$ cat src/core/fsh_pkg.sv
// Purpose: Shared constants and types for the pump fault state handler.
// Assumes: 10 MHz system clock, APB register access, 32-bit data.
// Notes:   Error table order fixes the bit index of each error flag.
package fsh_pkg;

  localparam int unsigned NUM_ERR = 8;

  typedef enum logic [4:0] {
    FSH_INIT     = 5'b00001,
    FSH_DISABLED = 5'b00010,
    FSH_ACTIVE   = 5'b00100,
    FSH_FAULT    = 5'b01000,
    FSH_HOLD     = 5'b10000
  } fsh_state_e;

  typedef enum logic [1:0] {
    SEV_INFO     = 2'h0,
    SEV_WARNING  = 2'h1,
    SEV_CRITICAL = 2'h2,
    SEV_SEVERE   = 2'h3
  } fsh_sev_e;

  // State codes published to software
  localparam logic [2:0] CODE_INIT     = 3'h0;
  localparam logic [2:0] CODE_DISABLED = 3'h1;
  localparam logic [2:0] CODE_ACTIVE   = 3'h2;
  localparam logic [2:0] CODE_FAULT    = 3'h3;
  localparam logic [2:0] CODE_HOLD     = 3'h4;

  // Error bit indices
  // supply voltage warnings at bits 0 and 1; temperatures, name conflict and coil supply follow
  localparam int unsigned ERR_SUPPLY_HIGH = 0;
  localparam int unsigned ERR_SUPPLY_LOW  = 1;
  localparam int unsigned ERR_CTRL_HOT    = 2;
  localparam int unsigned ERR_CTRL_COLD   = 3;
  localparam int unsigned ERR_PUMP_HOT    = 4;
  localparam int unsigned ERR_PUMP_COLD   = 5;
  localparam int unsigned ERR_NAME_CONF   = 6;
  localparam int unsigned ERR_COIL_SUPPLY = 7;

  localparam logic [18:0] ERR_SPN [NUM_ERR] = '{
    19'h000a8, 19'h000a8, 19'h001b9, 19'h001b9,
    19'h001ba, 19'h001ba, 19'h00b20, 19'h00e0f};
  localparam logic [4:0] ERR_FMI [NUM_ERR] = '{
    5'h03, 5'h04, 5'h10, 5'h11, 5'h10, 5'h11, 5'h1f, 5'h02};
  localparam fsh_sev_e ERR_SEV [NUM_ERR] = '{
    SEV_WARNING, SEV_WARNING, SEV_CRITICAL, SEV_INFO,
    SEV_CRITICAL, SEV_INFO, SEV_SEVERE, SEV_SEVERE};

  // Register byte offsets
  localparam logic [11:0] REG_STATE    = 12'h000;
  localparam logic [11:0] REG_CTRL     = 12'h004;
  localparam logic [11:0] REG_ACTIVE   = 12'h008;
  localparam logic [11:0] REG_PREV     = 12'h00c;
  localparam logic [11:0] REG_ERR_ID   = 12'h010;
  localparam logic [11:0] REG_CNT_BASE = 12'h020;

  // Control register fields
  localparam int unsigned CTRL_IGN_BIT = 0;
  localparam int unsigned CTRL_CLR_BIT = 1;
  localparam logic        CTRL_IGN_RST = 1'b0;

  localparam int unsigned CNT_W = 16;
  localparam int unsigned SYNC_W = 3;

  typedef struct packed {
    logic dm11;
    logic dm13;
    logic dm3;
  } fsh_msg_s;

  typedef struct packed {
    fsh_state_e                     state;
    logic                           ign_en;
    logic [NUM_ERR-1:0]             prev;
    logic                           severe_seen;
    logic [NUM_ERR-1:0][CNT_W-1:0]  cnt;
    logic [NUM_ERR-1:0]             act_q;
    logic [NUM_ERR-1:0][SYNC_W-1:0] sync;
    logic [NUM_ERR-1:0]             filt;
    logic [2:0]                     err_sel;
    logic [31:0]                    prdata;
    logic                           acc;
  } fsh_reg_s;

endpackage : fsh_pkg

$ cat src/core/fsh_handler.sv
// Purpose: Fault state handler: classifies errors and runs the state machine.
// Assumes: Error inputs come from pins and are filtered; messages are pulses.
// Notes:   APB slave, one wait state; unmapped reads return zero, pslverr 0.
module fsh_handler
  import fsh_pkg::*;
#(
  parameter logic IGN_RST = CTRL_IGN_RST // Start-up ignore after restart
)
(
  input  wire logic               i_sys_clk,    // 10 MHz clock
  input  wire logic               i_arst_n,     // Async reset, low
  input  wire logic [NUM_ERR-1:0] i_err_raw,    // Raw error conditions
  input  wire fsh_msg_s           i_msg,        // Diagnostic message pulses
  input  wire logic               i_psel,       // APB select
  input  wire logic               i_penable,    // APB enable
  input  wire logic               i_pwrite,     // APB direction
  input  wire logic [11:0]        i_paddr,      // APB address
  input  wire logic [31:0]        i_pwdata,     // APB write data
  output logic      [31:0]        o_prdata,     // APB read data
  output logic                    o_pready,     // APB ready
  output logic                    o_pslverr,    // APB error
  output logic      [2:0]         o_state_code, // Handler state code
  output logic                    o_pump_run,   // Pump allowed to operate
  output logic                    o_net_stop    // Stop network traffic
);

  fsh_reg_s r;
  fsh_reg_s next_r;

  logic               wr_en;
  logic               rd_en;
  logic [NUM_ERR-1:0] sev_mask_warn;
  logic [NUM_ERR-1:0] sev_mask_crit;
  logic [NUM_ERR-1:0] sev_mask_svr;
  logic               any_warn;
  logic               any_hard;
  logic               any_stop;
  logic [NUM_ERR-1:0] reported;
  logic [NUM_ERR-1:0] rise;
  logic               cnt_clr;

  function automatic logic [NUM_ERR-1:0] sev_mask(input fsh_sev_e s);
    logic [NUM_ERR-1:0] m;
    m = '0;
    for (int i = 0; i < NUM_ERR; i++) begin
      m[i] = (ERR_SEV[i] == s);
    end
    return m;
  endfunction

  function automatic logic [2:0] state_code(input fsh_state_e s);
    logic [2:0] c;
    c = CODE_INIT;
    unique case (s)
      FSH_INIT:     c = CODE_INIT;
      FSH_DISABLED: c = CODE_DISABLED;
      FSH_ACTIVE:   c = CODE_ACTIVE;
      FSH_FAULT:    c = CODE_FAULT;
      FSH_HOLD:     c = CODE_HOLD;
      default:      c = CODE_INIT;
    endcase
    return c;
  endfunction

  assign sev_mask_warn = sev_mask(SEV_WARNING);
  assign sev_mask_crit = sev_mask(SEV_CRITICAL);
  assign sev_mask_svr  = sev_mask(SEV_SEVERE);

  // Writes land only at the ready edge, so a one-shot clear fires once
  assign wr_en = i_psel & i_penable & i_pwrite & r.acc;
  assign rd_en = i_psel & i_penable & ~i_pwrite;

  assign any_warn = |(r.filt & sev_mask_warn);
  assign any_hard = |(r.filt & (sev_mask_crit | sev_mask_svr));
  assign any_stop = any_warn | any_hard | r.severe_seen;

  // nothing reported while disabled except critical and severe
  assign reported = (r.state == FSH_DISABLED) ?
                    (r.filt & (sev_mask_crit | sev_mask_svr)) : r.filt;
  assign rise    = reported & ~r.act_q;
  assign cnt_clr = i_msg.dm3 |
                   (wr_en && i_paddr == REG_CTRL && i_pwdata[CTRL_CLR_BIT]);

  always_comb begin
    next_r = r;
    // Read data is registered, so ready waits one access cycle
    next_r.acc = i_psel & i_penable & ~r.acc;
    // Third stage compared with second: the first is never looked at
    for (int i = 0; i < NUM_ERR; i++) begin
      next_r.sync[i] = {r.sync[i][SYNC_W-2:0], i_err_raw[i]};
      if (r.sync[i][1] == r.sync[i][2]) begin
        next_r.filt[i] = r.sync[i][2];
      end
    end
    next_r.act_q = reported;
    next_r.prev = r.prev | (r.act_q & ~reported);
    // occurrence counting, saturating; new rise beats clear unless the count is saturated
    for (int i = 0; i < NUM_ERR; i++) begin
      if (cnt_clr) begin
        next_r.cnt[i] = '0;
      end
      if (rise[i] && r.cnt[i] != '1) begin
        next_r.cnt[i] = cnt_clr ? CNT_W'(1) : r.cnt[i] + CNT_W'(1);
      end
    end
    if (i_msg.dm3) begin
      next_r.prev = r.act_q & ~reported;
    end
    if (|(r.filt & sev_mask_svr)) begin
      next_r.severe_seen = 1'b1;
    end
    unique case (r.state)
      FSH_INIT: begin
        // hold in disabled when option on
        next_r.state = r.ign_en ? FSH_DISABLED : FSH_ACTIVE;
      end
      FSH_DISABLED: begin
        if (any_hard) begin
          next_r.state = FSH_FAULT;
        end else if (i_msg.dm13) begin
          next_r.state = any_stop ? FSH_FAULT : FSH_ACTIVE;
        end
      end
      FSH_ACTIVE: begin
        if (any_stop) begin
          next_r.state = FSH_FAULT;
        end
      end
      FSH_FAULT: begin
        if (!any_stop) begin
          next_r.state = FSH_HOLD;
        end
      end
      FSH_HOLD: begin
        if (any_stop) begin
          next_r.state = FSH_FAULT;
        end else if (i_msg.dm11) begin
          next_r.state = FSH_ACTIVE;
        end
      end
      default: next_r.state = FSH_INIT;
    endcase
    if (wr_en && i_paddr == REG_CTRL) begin
      next_r.ign_en = i_pwdata[CTRL_IGN_BIT];
    end
    if (wr_en && i_paddr == REG_ERR_ID) begin
      next_r.err_sel = i_pwdata[2:0];
    end
    next_r.prdata = '0;
    if (rd_en) begin
      if (i_paddr == REG_STATE) begin
        next_r.prdata = {29'h0, state_code(r.state)};
      end else if (i_paddr == REG_CTRL) begin
        next_r.prdata = {31'h0, r.ign_en};
      end else if (i_paddr == REG_ACTIVE) begin
        next_r.prdata = {24'h0, r.act_q};
      end else if (i_paddr == REG_PREV) begin
        next_r.prdata = {24'h0, r.prev};
      end else if (i_paddr == REG_ERR_ID) begin
        next_r.prdata = {ERR_SEV[r.err_sel], ERR_FMI[r.err_sel],
                         ERR_SPN[r.err_sel], 3'h0, r.err_sel};
      end else if (i_paddr[11:5] == REG_CNT_BASE[11:5]
                   && i_paddr[1:0] == 2'h0) begin
        next_r.prdata = {16'h0, r.cnt[i_paddr[4:2]]};
      end
    end
  end

  always_ff @(posedge i_sys_clk or negedge i_arst_n) begin
    if (!i_arst_n) begin
      r        <= '0;
      r.state  <= FSH_INIT;
      r.ign_en <= IGN_RST;
    end else begin
      r <= next_r;
    end
  end

  assign o_pready     = r.acc;
  assign o_pslverr    = 1'b0;
  assign o_prdata     = r.prdata;
  assign o_state_code = state_code(r.state);
  assign o_pump_run   = (r.state == FSH_ACTIVE);
  assign o_net_stop   = r.filt[ERR_NAME_CONF];
endmodule : fsh_handler

$ cat config.mk
export PLATFORM = sky130hd
export DESIGN_NAME = fsh_handler
export DESIGN_NICKNAME = d
export VERILOG_FILES = /design/src/core/fsh_pkg.sv /design/src/core/fsh_handler.sv
export SDC_FILE = /design/constraint.sdc
export NUM_CORES = 1
export LEC_CHECK = 0
export BUFFER_PORTS_ARGS = -buffer_cell sky130_fd_sc_hd__buf_2
export CAP_MARGIN = 20
export CORE_ASPECT_RATIO = 0.75
export CORE_MARGIN = 8
export CORE_UTILIZATION = 40
export CTS_CLUSTER_SIZE = 8
export DETAILED_ROUTE_END_ITERATION = 10
export PLACE_DENSITY = 0.67
export SLEW_MARGIN = 20
export SYNTH_ARGS = -nofsm -noshare
export SYNTH_HDL_FRONTEND = slang
export SYNTH_SLANG_ARGS = --single-unit
$ cat constraint.sdc
create_clock -name i_sys_clk -period 1.9 [get_ports i_sys_clk]
set_input_delay 0.19 -clock i_sys_clk [delete_from_list [all_inputs] [get_ports i_sys_clk]]
set_output_delay 0.19 -clock i_sys_clk [all_outputs]
set_load 0.02 [all_outputs]
# Word level (Yosys, flattened, before mapping)
# Memory sizes are Yosys's and may differ from the RTL's.
# Index checks and enable logic that the tools add are counted.
# classes
n_addsub	8
order_cmp	2
n_eq_ne	30
muxes	44
n_bitwise	16
reduce_logical	26
# op_table
cell	n
16-bit two-way mux	19
32-bit two-way mux	6
16-bit by 1-bit adder with 16-bit output, second input constant	8
16-bit != test, second input constant	8
16-bit binary-select mux with 3-bit select	1
5-bit two-way mux	8
19-bit two-way mux	2
5-bit case mux with 5 select lines	1
12-bit by 4-bit equality test with 1-bit output, second input constant	2
8-bit bitwise AND	2
8-bit inverter	2
2-bit nonzero test	8
12-bit by 3-bit equality test with 1-bit output, second input constant	1
12-bit by 5-bit equality test with 1-bit output, second input constant	1
1-bit logical AND	12
12-bit zero test	1
3-bit case mux with 4 select lines	1
1-bit equality test	8
8-bit two-way mux	1
8-bit bitwise OR	1
7-bit by 1-bit equality test with 1-bit output, second input constant	1
6-bit two-way mux	1
3-bit != test, second input constant	2
1-bit bitwise AND	5
19 further kinds	24
# totals
reg_bits	219
romBits	208
inputBits	60
elab_cells	161
mem_count	3
# memory_table
name	depth	word_bits	rd	rd_clocked_by_memory_dff	write_ports	line	rtl
(no name shown)	8	19	1	0	0	fsh_handler.sv:161	ERR_SPN[r.err_sel], 3'h0, r.err_sel};
(no name shown)	8	5	1	0	0	fsh_handler.sv:160	next_r.prdata = {ERR_SEV[r.err_sel], ERR_FMI[r.err_sel],
(no name shown)	8	2	1	0	0	fsh_handler.sv:160	

# Logic depth before layout (Yosys ltp)
# Gate-level depths: netlist of the first run.
# depth
word_depth	10
mapped_depth	8
depth_no_buf	6

# Least setup slack after synthesis of the first run
# Ideal clock, no wire load.
# synth_timing
kind	register to register
start	register r, in the netlist o_net_stop
end	register r[216] (netlist bit)
setup_time_ns	0.125
t_arrival_ns	1.849
required_ns	1.775
path_slack_ns	-0.073
stages_incl_launch_ff	6
path_buffers	0
cell_sequence	dfrtp_1 > or4_1 > nor2b_1 > a2bb2oi_1 > o21ai_2 > mux2_2
# synth_via
elab_chain_len	7
# synth_lines
item	line	rtl
start: declaration	fsh_handler.sv:27	fsh_reg_s r;
start signal: assignment	fsh_handler.sv:175	r <= next_r;
4-bit OR reduction *	fsh_handler.sv:74	assign any_hard = |(r.filt & (sev_mask_crit | sev_mask_svr));
1-bit bitwise OR (2 in series)	fsh_handler.sv:75	assign any_stop = any_warn | any_hard | r.severe_seen;
4-bit two-way mux	fsh_handler.sv:121	next_r.state = any_stop ? FSH_FAULT : FSH_ACTIVE;
5-bit two-way mux	fsh_handler.sv:120	end else if (i_msg.dm13) begin
5-bit two-way mux	fsh_handler.sv:118	if (any_hard) begin
5-bit case mux with 5 select lines	fsh_handler.sv:112	unique case (r.state)
# Mark *: on every way between the ends. The rest lies on a longest branch, timed or not. The select of a mux whose other input is x is not followed.
# A chain may end at the register's enable or synchronous reset.

# Worst setup path after layout of the first run
# layout_timing
start	register r[214] (netlist bit)
end	output port o_state_code[0]
# layout_via
elab_chain_len	2
# layout_lines
item	line	rtl
5-bit equality test, or another cell as far along	fsh_handler.sv:54	unique case (s)
3-bit case mux with 4 select lines *	fsh_handler.sv:54	
end: declaration	fsh_handler.sv:22	output logic [2:0] o_state_code,
# Mark *: on every way between the ends. The rest lies on a longest branch, timed or not.

==> results_tabular.tex, run 1 <==
\begin{tabular}{lr}
\hline
Metric & Value \\
\hline
\multicolumn{2}{l}{\textbf{Timing}} \\
Least setup slack across all paths after layout & -0.1524 ns \\
Setup repair after global routing missed its margin & yes \\
Hold violation total from the final report & 0 \\
Final Slew Violations & 0 \\
Period minus WS final & 2.052 ns \\
Final setup violating endpoints & 9 \\
Setup total negative slack & -0.5510 ns \\
Worst slew margin relative to its limit & 61.13\% \\
Worst clock skew on the final layout & 0.01732 ns \\
Post-Route Hold Slack & 0.09454 ns \\
Worst-margin pin slew & 0.5810 ns \\
F\_max & 0.4872 GHz \\
Fraction of the cycle the final worst path needs & 108.0\% \\
\multicolumn{2}{l}{\textbf{Clocking}} \\
CTS H-tree lvls & 1 \\
Clock tree from TritonCTS & done \\
Clock edge transition at the registers on the reported setup and hold paths & 0.05 ns \\
Number of clock buffers inserted by TritonCTS & 30 \\
Cell at the root of the clock tree & sky130\_fd\_sc\_hd\_\_clkbuf\_16 \\
Num Clock Sinks & 212 \\
Worst-Skew Late Latency & 0.55 ns \\
Clock tree buffer depth & 3 \\
\multicolumn{2}{l}{\textbf{Power and ir drop}} \\
Total power of the final layout & 12.09 mW \\
Static leakage & 6.302 nW \\
Power density over cell area & 814.0 nW/um\^{}2 \\
Worst IR drop on VDD & 0.6534 mV \\
\multicolumn{2}{l}{\textbf{Floorplanning}} \\
Row Count & 54 \\
DIE AREA & 34900 um\^{}2 \\
Die width & 213.1 um \\
Core box area & 28850 um\^{}2 \\
Effective utilization at floorplan & 40.39\% \\
Number of top-level design ports & 99 \\
Overall die height & 163.8 um \\
\multicolumn{2}{l}{\textbf{Setup path}} \\
Critical path endpoint category & primary output \\
Crit path max-delay cell type & sky130\_fd\_sc\_hd\_\_dfstp\_2 \\
Largest fanout on the critical path & 4 \\
Nature of the critical path startpoint & register \\
Worst endpoint data arrival time & 1.86 ns \\
Most used cell along the critical path & sky130\_fd\_sc\_hd\_\_buf\_6 \\
Delay of the slowest cell on the worst path & 0.37 ns \\
Required @ worst endpoint & 1.71 ns \\
Cell-by-cell trace of the critical path & buf\_6, or3\_4, or2\_4, nand2\_2, buf\_6 \\
Classification of the worst setup path & register to primary output \\
\multicolumn{2}{l}{\textbf{Routing}} \\
Detailed-route DRC error count & 0 \\
Vias after detailed routing & 9799 \\
Routed wirelength normalized by instance count & 18.89 um \\
Total Routed Length & 33.14 mm \\
Count of TritonRoute iterations in the first routing pass & 5 \\
Number of routed nets with antenna violations & 0 \\
Routed vias/inst & 5.587 \\
Detailed Route Iter0 Violations & 831 \\
\multicolumn{2}{l}{\textbf{Status}} \\
Violated checks & negative setup slack \\
Result of the run & finished with violations \\
\multicolumn{2}{l}{\textbf{Global routing}} \\
Largest net degree at the start of global routing & 56 \\
Sum of overflow across all layers after global routing & 0 \\
Total global routing track utilization & 18.50\% \\
Via count of the first global-routing pass & 9354 \\
Number of antenna violations at the first check in global routing & 0 \\
Wire length of the first global-routing pass & 51.23 mm \\
\multicolumn{2}{l}{\textbf{Layout}} \\
Final Util & 51.48\% \\
Area of all placed cells without fillers & 14850 um\^{}2 \\
Filler Cells Inserted & 2526 \\
Area growth from synthesis to layout & 27.47\% \\
Post-Layout Cell Count & 1754 \\
Layout cells sized above 1 & 28.85\% \\
Diodes inserted & 0 \\
\# nets final & 1424 \\
\multicolumn{2}{l}{\textbf{Logic synthesis}} \\
Syn Inst Count & 1128 \\
Count of unique library cells instantiated by Yosys & 80 \\
Dominant register cell in the synthesized netlist & sky130\_fd\_sc\_hd\_\_dfrtp\_1 \\
Flip-flop and latch count after synthesis & 212 \\
Cell area after synthesis & 11650 um\^{}2 \\
Number of enable flip-flop cells after synthesis & 0 \\
FFs w/ async S/R, synth & 100.0\% \\
Post-synthesis sequential area ratio & 45.54\% \\
Yosys warns & 0 \\
Average cell area after synthesis & 10.33 um\^{}2 \\
\multicolumn{2}{l}{\textbf{Placement}} \\
Number of I/O port buffers & 61 \\
Placement-stage worst setup slack & -0.06739 ns \\
Number of placed instances with taps included & 1672 \\
Total cell area at the placement stage & 13340 um\^{}2 \\
Global placement routability congestion & 0.8835 \\
Half-perimeter wire length after detailed placement & 24.03 mm \\
\multicolumn{2}{l}{\textbf{Min path}} \\
Worst min path class & input port to register \\
\multicolumn{2}{l}{\textbf{Run}} \\
Max-cap violations & 0 \\
\hline
\end{tabular}
==> routing by layer <==
metal / track usage [%] / wire length [um] / vias up / share of wire (%)
met1: 27.85 / 15230 / 4831 / 46
met5: 0 / 0 / - / 0
met2: 26.31 / 13920 / 402 / 42
li1: - / - / 4513 / -
met3: 4.577 / 3371 / 53 / 10
met4: 4.164 / 620 / 0 / 1.9
==> cells by family after synthesis <==
family | count (synthesis) | share of synthesized area [%]
other | 1 | 0.03218
and+or+nand+nor | 425 | 19.45
AOI/OAI and AO/OA | 214 | 12.79
DFF | 212 | 45.54
xor gates and xnor gates | 72 | 5.412
adders and majority gates | 24 | 2.405
muxes | 62 | 8.816
buffers and inverters | 118 | 5.562
==> state kept, by name, indices dropped and copies added, names as in the netlist <==
| register | cells |
|---|---|
| o_pready | 1 |
| o_prdata | 25 |
| r | 169 |
| next_r | 16 |
| o_net_stop | 1 |
==> critical path, delay by kind of cell, from the launching register on <==
kind                   cells  cell delay, ns
and+or+nand+nor            3            0.71
DFF                        1            0.37
buffers and inverters      2            0.24
==> cells in the final DEF (no fill, tap or decap), types with 29 or more instances in the layout <==
| cell | n |
|---|---|
| sky130_fd_sc_hd__a21oi_1 | 50 |
| sky130_fd_sc_hd__buf_2 | 56 |
| sky130_fd_sc_hd__buf_4 | 159 |
| sky130_fd_sc_hd__clkbuf_16 | 30 |
| sky130_fd_sc_hd__dfrtp_1 | 208 |
| sky130_fd_sc_hd__inv_1 | 42 |
| sky130_fd_sc_hd__mux4_2 | 32 |
| sky130_fd_sc_hd__nand2_1 | 81 |
| sky130_fd_sc_hd__nand3_1 | 37 |
| sky130_fd_sc_hd__nand4_1 | 29 |
| sky130_fd_sc_hd__nor2_1 | 109 |
| sky130_fd_sc_hd__o21ai_0 | 45 |
| sky130_fd_sc_hd__or3_1 | 32 |
| sky130_fd_sc_hd__xnor2_1 | 33 |
| sky130_fd_sc_hd__xor2_1 | 38 |
==> cell usage after synthesis (11+ instances only) <==
| cell type | n | share of area (%) |
|---|---|---|
| sky130_fd_sc_hd__nor3_1 | 17 | 0.73 |
| sky130_fd_sc_hd__or4_1 | 11 | 0.71 |
| sky130_fd_sc_hd__nand2_1 | 82 | 2.6 |
| sky130_fd_sc_hd__o22ai_1 | 14 | 0.75 |
| sky130_fd_sc_hd__a21oi_1 | 54 | 2.3 |
| sky130_fd_sc_hd__a211oi_1 | 13 | 0.84 |
| sky130_fd_sc_hd__xnor2_1 | 33 | 2.5 |
| sky130_fd_sc_hd__xor2_1 | 39 | 2.9 |
| sky130_fd_sc_hd__buf_2 | 17 | 0.73 |
| sky130_fd_sc_hd__nand3_1 | 41 | 1.8 |
| sky130_fd_sc_hd__and3_1 | 22 | 1.2 |
| sky130_fd_sc_hd__and4_1 | 16 | 1.2 |
| sky130_fd_sc_hd__nand4_1 | 29 | 1.6 |
| sky130_fd_sc_hd__dfrtp_1 | 211 | 45 |
| sky130_fd_sc_hd__buf_4 | 43 | 2.8 |
| sky130_fd_sc_hd__nor2_1 | 110 | 3.5 |
| sky130_fd_sc_hd__inv_1 | 42 | 1.4 |
| sky130_fd_sc_hd__mux4_2 | 32 | 6.2 |
| sky130_fd_sc_hd__ha_1 | 16 | 1.7 |
| sky130_fd_sc_hd__o211ai_1 | 18 | 1.2 |
| sky130_fd_sc_hd__o21ai_0 | 50 | 2.1 |
| sky130_fd_sc_hd__mux2i_1 | 25 | 2.1 |
| sky130_fd_sc_hd__or3_1 | 37 | 2.0 |
==> power by group <==
part	total, mW	switching, mW	leakage (nW)	internal [mW]
registers	4.96	0.186	2.81	4.77
logic	2.23	1.19	3.08	1.04
clock network	4.90	1.90	0.407	3.00
==> worst paths after layout <==
path / cells past startpoint / endpoint / start / slack, ns
setup / recovery: 5 / o_state_code[0] / r[214] / -0.15
hold / removal: 3 / o_prdata[6] / i_pwrite / 0.09
setup reg to reg: 5 / r[137] / r[214] / -0.08
hold reg to reg: 0 / next_r[67] / next_r[66] / 0.34
max in group asynchronous: 3 / r[38] / i_arst_n / 0.91
min in group asynchronous: 2 / next_r[60] / i_arst_n / 0.15
==> timing repair <==
| item | in CTS | in global routing |
|---|---|---|
| hold buffers | 16 | 0 |
| pin swaps | 12 | 38 |
| endpoints found under the hold margin | 200 | 0 |
| setup buffers | 5 | 14 |
| setup endpoints to repair | 37 | 79 |
| cloned | 0 | 1 |
| gates resized for setup | 25 | 54 |
==> area by class of cell <==
type	count	area, um^2	area share, %
well taps	392	490.5	3.302
repair buffers	256	2016	13.57
multi-input cells	806	6030	40.59
flip-flops and latches	212	5310	35.75
clock inverters	2	46.29	0.3117
clock buffers	44	803.3	5.408
inverters	42	157.7	1.061
(Power assumes the default switching activity.)
==> run 2, diff against run 1 <==
--- a/config.mk
+++ b/config.mk
@@ -7,7 +7,7 @@
 export LEC_CHECK = 0
 export BUFFER_PORTS_ARGS = -buffer_cell sky130_fd_sc_hd__buf_2
 export CAP_MARGIN = 20
-export CORE_ASPECT_RATIO = 0.75
+export CORE_ASPECT_RATIO = 1.4
 export CORE_MARGIN = 8
 export CORE_UTILIZATION = 40
 export CTS_CLUSTER_SIZE = 8
==> results_tabular.tex, run 2 (synthesis gave the netlist of run 1 again) <==
\begin{tabular}{lr}
\hline
Metric & Value \\
\hline
\multicolumn{2}{l}{\textbf{Status}} \\
Result of the run & finished with violations (unchanged) \\
Violated checks & negative setup slack (unchanged) \\
\multicolumn{2}{l}{\textbf{Floorplanning}} \\
Row Count & 74 (was 54) \\
Effective utilization at floorplan & 40.34\% (was 40.39\%) \\
Number of top-level design ports & 99 (unchanged) \\
Core box area & 28890 um\^{}2 (was 28850 um\^{}2) \\
Overall die height & 218.0 um (was 163.8 um) \\
DIE AREA & 34930 um\^{}2 (was 34900 um\^{}2) \\
Die width & 160.3 um (was 213.1 um) \\
\multicolumn{2}{l}{\textbf{Setup path}} \\
Worst endpoint data arrival time & 1.84 ns (was 1.86 ns) \\
Crit path max-delay cell type & sky130\_fd\_sc\_hd\_\_dfstp\_2 (unchanged) \\
Required @ worst endpoint & 1.71 ns (about the same) \\
Critical path endpoint category & primary output (unchanged) \\
Cell-by-cell trace of the critical path & buf\_6, or3\_4, or2\_4, nand2\_2, buf\_6 (unchanged) \\
Origin of the critical flop-to-flop path & r[218] (was r[214]) \\
Delay of the slowest cell on the worst path & 0.39 ns (was 0.37 ns) \\
Classification of the worst setup path & register to primary output (unchanged) \\
Most used cell along the critical path & sky130\_fd\_sc\_hd\_\_buf\_6 (unchanged) \\
Capturing point of the worst reg2reg path & r[218] (was r[137]) \\
Nature of the critical path startpoint & register (unchanged) \\
Largest fanout on the critical path & 4 (unchanged) \\
Reg2reg setup slack & -0.03 ns (was -0.08 ns) \\
Number of cells on the worst reg-to-reg path & 8 (was 5) \\
\multicolumn{2}{l}{\textbf{Global routing}} \\
Via count of the first global-routing pass & 9981 (was 9354) \\
Wire length of the first global-routing pass & 52.43 mm (was 51.23 mm) \\
Number of antenna violations at the first check in global routing & 0 (unchanged) \\
Total global routing track utilization & 18.67\% (was 18.50\%) \\
Sum of overflow across all layers after global routing & 0 (unchanged) \\
Largest net degree at the start of global routing & 59 (was 56) \\
\multicolumn{2}{l}{\textbf{Run}} \\
Max-cap violations & 0 (unchanged) \\
\multicolumn{2}{l}{\textbf{Clocking}} \\
Clock tree buffer depth & 3 (unchanged) \\
Num Clock Sinks & 212 (unchanged) \\
Worst-Skew Late Latency & 0.56 ns (was 0.55 ns) \\
Clock tree from TritonCTS & done (unchanged) \\
Cell at the root of the clock tree & sky130\_fd\_sc\_hd\_\_clkbuf\_16 (unchanged) \\
CTS H-tree lvls & 1 (unchanged) \\
Number of clock buffers inserted by TritonCTS & 30 (unchanged) \\
Clock edge transition at the registers on the reported setup and hold paths & 0.05 ns (about the same) \\
\multicolumn{2}{l}{\textbf{Min path}} \\
Origin of the worst min-delay path & i\_pwrite (unchanged) \\
Worst min path class & input port to register (unchanged) \\
Endpoint, Worst Hold & o\_prdata[6] (unchanged) \\
Number of cells traversed by the worst hold path & 3 (unchanged) \\
\multicolumn{2}{l}{\textbf{Timing}} \\
Worst clock skew on the final layout & 0.01735 ns (was 0.01732 ns) \\
Least setup slack across all paths after layout & -0.1263 ns (was -0.1524 ns) \\
Setup repair after global routing missed its margin & yes (unchanged) \\
Post-Route Hold Slack & 0.03023 ns (was 0.09454 ns) \\
Hold violation total from the final report & 0 (unchanged) \\
Period minus WS final & 2.026 ns (was 2.052 ns) \\
F\_max & 0.4935 GHz (was 0.4872 GHz) \\
Final Slew Violations & 0 (unchanged) \\
Fraction of the cycle the final worst path needs & 106.6\% (was 108.0\%) \\
Final setup violating endpoints & 11 (was 9) \\
\multicolumn{2}{l}{\textbf{Placement}} \\
Half-perimeter wire length after detailed placement & 23.99 mm (was 24.03 mm) \\
Placement-stage worst setup slack & -0.07367 ns (was -0.06739 ns) \\
Global placement routability congestion & 0.9233 (was 0.8835) \\
Number of I/O port buffers & 61 (unchanged) \\
\multicolumn{2}{l}{\textbf{Layout}} \\
Diodes inserted & 0 (unchanged) \\
Commonest cells after routing, fill and taps aside & sky130\_fd\_sc\_hd\_\_dfrtp\_1, sky130\_fd\_sc\_hd\_\_buf\_4, sky130\_fd\_sc\_hd\_\_nor2\_1 (unchanged) \\
Area growth from synthesis to layout & 29.19\% (was 27.47\%) \\
\# nets final & 1443 (was 1424) \\
Register containing the most flip-flops in the final layout & r (unchanged) \\
Layout cells sized above 1 & 30.80\% (was 28.85\%) \\
Number of flip-flops in the largest register & 169 (unchanged) \\
Most common cell after layout, fill and taps aside & sky130\_fd\_sc\_hd\_\_dfrtp\_1 (unchanged) \\
\multicolumn{2}{l}{\textbf{Routing}} \\
Detailed Route Iter0 Violations & 602 (was 831) \\
Vias after detailed routing & 9689 (was 9799) \\
Total Routed Length & 32.89 mm (was 33.14 mm) \\
Count of TritonRoute iterations in the first routing pass & 5 (unchanged) \\
Routed vias/inst & 5.505 (was 5.587) \\
Detailed-route DRC error count & 0 (unchanged) \\
Number of routed nets with antenna violations & 0 (unchanged) \\
Routed wirelength normalized by instance count & 18.69 um (was 18.89 um) \\
\multicolumn{2}{l}{\textbf{Power and ir drop}} \\
Proportion of total power due to net switching & 27.04\% (was 27.11\%) \\
Sequential power share & 40.9\% (was 41.0\%) \\
Internal Dissipation & 8.878 mW (was 8.812 mW) \\
Static leakage & 6.436 nW (was 6.302 nW) \\
Worst IR drop on VDD & 0.6878 mV (was 0.6534 mV) \\
Combinational fraction of design power & 18.8\% (was 18.4\%) \\
Power density over cell area & 808.3 nW/um\^{}2 (was 814.0 nW/um\^{}2) \\
Net Sw Power & 3.289 mW (was 3.278 mW) \\
Clock power share & 40.3\% (was 40.6\%) \\
\hline
\end{tabular}
-- run 2: worst max path at each step --
stage                       from               to  slack (ns)  cells after the start
final                     r[214]  o_state_code[0]       -0.13                      5
after global routing      r[216]  o_state_code[0]       -0.17                      5
after CTS                 r[214]  o_state_code[0]       -0.12                      5
after detailed placement  r[140]           r[153]       -0.07                      7
after floorplan           r[214]           r[169]      0.0001                      6
after global placement    r[218]           r[169]       -0.03                      7
-- run 2: power groups by stage --
stage          clock, mW  combinational [mW]  sequential (mW)
2_1_floorplan          0               0.973             5.02
3_3_place_gp           0                1.80             5.02
3_5_place_dp           0                1.83             5.03
4_1_cts             5.01                2.08             4.97
5_1_grt             5.19                2.47             5.00
6_report            4.90                2.29             4.98
-- run 2: stage by stage --
stage | instances | TNS (ns) | power, mW | instance area, um^2 | utilization (%)
3_5_place_dp | 1666 | -0.9170 | 6.864 | 13370 | 46.27
3_3_place_gp | 1666 | -0.09800 | 6.817 | 13370 | 46.27
5_1_grt | 1760 | -1.823 | 12.66 | 15050 | 52.11
4_1_cts | 1740 | -0.3998 | 12.05 | 14620 | 50.61
6_report | 1760 | -0.4797 | 12.17 | 15050 | 52.11
2_1_floorplan | 1135 | 0 | 5.995 | 11690 | -
-- run 2: metal layers --
layer	track usage, %	part of all wire, %
met5	0	0
met4	9.775	5.2
met3	2.720	4.7
met2	34.14	52
met1	20.67	38
-- run 2: worst max-delay path, delay by kind of cell (launching register included) --
family / cells / cell delay, ns
simple gates: 3 / 0.65
buf+inv: 2 / 0.24
flops: 1 / 0.39
-- run 2: area by class of cell --
class	instances	area, um^2
fill	2517	13830
multi-input combinational	806	6093
sequential	212	5311
timing repair buffer	275	2170
clock buffer	43	799.5
tap	380	475.5
inverter	42	157.7
clock inverter	2	46.29
-- run 2: what timing repair did --
item	4_1_cts	5_1_grt
gates resized for setup	39	67
hold buffers	16	0
setup buffers	12	20
endpoints found under the setup margin	32	63
pin swaps	10	41
hold endpoints to repair	127	0
gates cloned	1	0
==> run 3, diff against run 2 <==
--- a/config.mk
+++ b/config.mk
@@ -12,7 +12,7 @@
 export CORE_UTILIZATION = 40
 export CTS_CLUSTER_SIZE = 8
 export DETAILED_ROUTE_END_ITERATION = 10
-export PLACE_DENSITY = 0.67
+export PLACE_DENSITY = 0.65
 export SLEW_MARGIN = 20
 export SYNTH_ARGS = -nofsm -noshare
 export SYNTH_HDL_FRONTEND = slang
==> constraint.sdc (replaced) <==
create_clock -name i_sys_clk -period 2.4 [get_ports i_sys_clk]
set_input_delay 0.24 -clock i_sys_clk [delete_from_list [all_inputs] [get_ports i_sys_clk]]
set_output_delay 0.24 -clock i_sys_clk [all_outputs]
set_load 0.02 [all_outputs]
==> results_tabular.tex, run 3 (synthesis gave the netlist of run 1 again) <==
\begin{tabular}{lr}
\hline
Metric & Value \\
\hline
\multicolumn{2}{l}{\textbf{Clocking}} \\
Clock tree buffer depth & 3 (unchanged) \\
Clock tree from TritonCTS & done (unchanged) \\
CTS H-tree lvls & 1 (unchanged) \\
Number of clock buffers inserted by TritonCTS & 30 (unchanged) \\
Num Clock Sinks & 212 (unchanged) \\
Clock edge transition at the registers on the reported setup and hold paths & 0.05 ns (about the same) \\
Cell at the root of the clock tree & sky130\_fd\_sc\_hd\_\_clkbuf\_16 (unchanged) \\
Worst-Skew Late Latency & 0.54 ns (was 0.56 ns) \\
\multicolumn{2}{l}{\textbf{Timing}} \\
Final setup violating endpoints & 0 (was 11) \\
Setup total negative slack & 0 ns (was -0.4797 ns) \\
Fraction of the cycle the final worst path needs & 95.24\% \\
Worst slew margin relative to its limit & 57.80\% \\
Setup repair after global routing missed its margin & no (was yes) \\
Worst-margin pin slew & 0.6288 ns \\
Period minus WS final & 2.286 ns \\
Worst clock skew on the final layout & 0.01662 ns (was 0.01735 ns) \\
Final Slew Violations & 0 (unchanged) \\
Least setup slack across all paths after layout & 0.1143 ns (was -0.1263 ns) \\
F\_max & 0.4375 GHz \\
Hold violation total from the final report & 0 (unchanged) \\
\multicolumn{2}{l}{\textbf{Routing}} \\
Count of TritonRoute iterations in the first routing pass & 7 (was 5) \\
Detailed-route DRC error count & 0 (unchanged) \\
Vias after detailed routing & 9037 (was 9689) \\
Total Routed Length & 30.49 mm (was 32.89 mm) \\
Routed wirelength normalized by instance count & 19.15 um (was 18.69 um) \\
Detailed Route Iter0 Violations & 493 (was 602) \\
Number of routed nets with antenna violations & 0 (unchanged) \\
Routed vias/inst & 5.677 (was 5.505) \\
\multicolumn{2}{l}{\textbf{Floorplanning}} \\
Number of top-level design ports & 99 (unchanged) \\
Core box area & 28890 um\^{}2 (unchanged) \\
Effective utilization at floorplan & 40.34\% (unchanged) \\
Overall die height & 218.0 um (unchanged) \\
DIE AREA & 34930 um\^{}2 (unchanged) \\
Row Count & 74 (unchanged) \\
Die width & 160.3 um (unchanged) \\
\multicolumn{2}{l}{\textbf{Setup path}} \\
Cell-by-cell trace of the critical path & ha\_1, nand3\_1, or4\_1, o21ai\_4, mux2i\_1, nor2\_1 (was buf\_6, or3\_4, or2\_4, nand2\_2, buf\_6) \\
Critical path endpoint category & register (was primary output) \\
Nature of the critical path startpoint & register (unchanged) \\
Reg2reg setup slack & 0.11 ns (was -0.03 ns) \\
Delay of the slowest cell on the worst path & 0.79 ns (was 0.39 ns) \\
Required @ worst endpoint & 2.81 ns (was 1.71 ns) \\
Largest fanout on the critical path & 10 (was 4) \\
Crit path max-delay cell type & sky130\_fd\_sc\_hd\_\_or4\_1 (was sky130\_fd\_sc\_hd\_\_dfstp\_2) \\
Worst endpoint data arrival time & 2.69 ns (was 1.84 ns) \\
Classification of the worst setup path & register to register (was register to primary output) \\
\multicolumn{2}{l}{\textbf{Layout}} \\
Diodes inserted & 0 (unchanged) \\
Final Util & 46.10\% (was 52.11\%) \\
\# nets final & 1276 (was 1443) \\
Layout cells sized above 1 & 16.91\% (was 30.80\%) \\
Register containing the most flip-flops in the final layout & r (unchanged) \\
Area growth from synthesis to layout & 14.29\% (was 29.19\%) \\
Number of flip-flops in the largest register & 169 (unchanged) \\
Commonest cells after routing, fill and taps aside & sky130\_fd\_sc\_hd\_\_dfrtp\_1, sky130\_fd\_sc\_hd\_\_nor2\_1, sky130\_fd\_sc\_hd\_\_nand2\_1 (was sky130\_fd\_sc\_hd\_\_dfrtp\_1, sky130\_fd\_sc\_hd\_\_buf\_4, sky130\_fd\_sc\_hd\_\_nor2\_1) \\
Most common cell after layout, fill and taps aside & sky130\_fd\_sc\_hd\_\_dfrtp\_1 (unchanged) \\
\multicolumn{2}{l}{\textbf{Power and ir drop}} \\
Static leakage & 5.528 nW (was 6.436 nW) \\
Worst IR drop on VDD & 0.4731 mV (was 0.6878 mV) \\
Power density over cell area & 680.5 nW/um\^{}2 (was 808.3 nW/um\^{}2) \\
\multicolumn{2}{l}{\textbf{Placement}} \\
Global placement routability congestion & 0.8806 (was 0.9233) \\
Number of I/O port buffers & 61 (unchanged) \\
Half-perimeter wire length after detailed placement & 22.56 mm (was 23.99 mm) \\
Placement-stage worst setup slack & 0.1646 ns (was -0.07367 ns) \\
\multicolumn{2}{l}{\textbf{Global routing}} \\
Total global routing track utilization & 17.47\% (was 18.67\%) \\
Wire length of the first global-routing pass & 49.13 mm (was 52.43 mm) \\
Sum of overflow across all layers after global routing & 0 (unchanged) \\
Via count of the first global-routing pass & 9172 (was 9981) \\
Number of antenna violations at the first check in global routing & 1 (was 0) \\
Largest net degree at the start of global routing & 68 (was 59) \\
\multicolumn{2}{l}{\textbf{Run}} \\
Max-cap violations & 0 (unchanged) \\
\multicolumn{2}{l}{\textbf{Min path}} \\
Worst min path class & input port to register (unchanged) \\
\multicolumn{2}{l}{\textbf{Status}} \\
Result of the run & finished, final reports clean (was finished with violations) \\
\hline
\end{tabular}
[run 3: cell types whose count changed in the layout (fill, tap and decap cells not counted), moves of 6 or more]
cell / before / now
sky130_fd_sc_hd__a21oi_2: 12 / 4
sky130_fd_sc_hd__nand3_1: 35 / 41
sky130_fd_sc_hd__o21ai_1: 11 / 5
sky130_fd_sc_hd__buf_6: 14 / 0
sky130_fd_sc_hd__a21oi_1: 46 / 54
sky130_fd_sc_hd__buf_4: 176 / 29
sky130_fd_sc_hd__o21ai_0: 40 / 50
[run 3: layer usage]
layer | vias to the layer above | wire (um) | global-route usage, %
li1 | 4215 | - | -
met3 | 75 | 1626 | 2.663
met5 | - | 10 | 0
met4 | 2 | 1428 | 9.151
met1 | 4456 | 11860 | 19.71
met2 | 289 | 15570 | 31.43
[run 3: power breakdown]
group / internal (mW) / switching, mW
clock network: 2.42 / 1.49
registers: 3.78 / 0.229
logic: 0.454 / 0.692
total: 6.65 / 2.41
[run 3: cell type report]
type,count,area (um^2)
Fill cell,2690,15570
Multi-Input combinational cell,805,5739
Sequential cell,212,5306
Clock buffer,43,820.8
Timing Repair Buffer,109,788.3
Tap cell,380,475.5
Inverter,42,157.7
Clock inverter,1,30.03
[run 3: worst paths after layout]
kind | end | from | cells past startpoint
setup / recovery | r[77] | r[77] | 6
hold reg to reg | next_r[64] | next_r[63] | 0
hold / removal | r[215] | i_msg[1] | 3
min in group asynchronous | next_r[51] | i_arst_n | 2
setup reg to reg | r[77] | r[77] | 6
max in group asynchronous | r[180] | i_arst_n | 3
[run 3: through the flow]
stage / area [um^2] / hold slack, ns / std cells / power (mW)
after global routing: 13320 / 0.04524 / 1592 / 9.440
after global placement: 12320 / 0.2424 / 1534 / 5.142
after detailed placement: 12320 / 0.2438 / 1534 / 5.169
after CTS: 13320 / 0.001850 / 1592 / 9.137
final: 13320 / 0.01983 / 1592 / 9.063
after floorplan: 11680 / -0.05559 / 1135 / 4.744
[run 3: worst max-delay path: cells and delay by family (launching register included)]
kind	cells	cell delay [ns]
compound gates	1	0.32
fa+ha+maj	1	0.20
flops	1	0.43
mux	1	0.21
simple gates	3	0.99
[run 3: repair_timing]
| item | in CTS | in global routing |
|---|---|---|
| setup buffers | 0 | 0 |
| hold endpoints to repair | 75 | 0 |
| setup endpoints to repair | 1 | 1 |
| gates cloned | 0 | 0 |
| resized for setup | 2 | 1 |
| hold buffers | 14 | 0 |
| pin swaps | 0 | 0 |
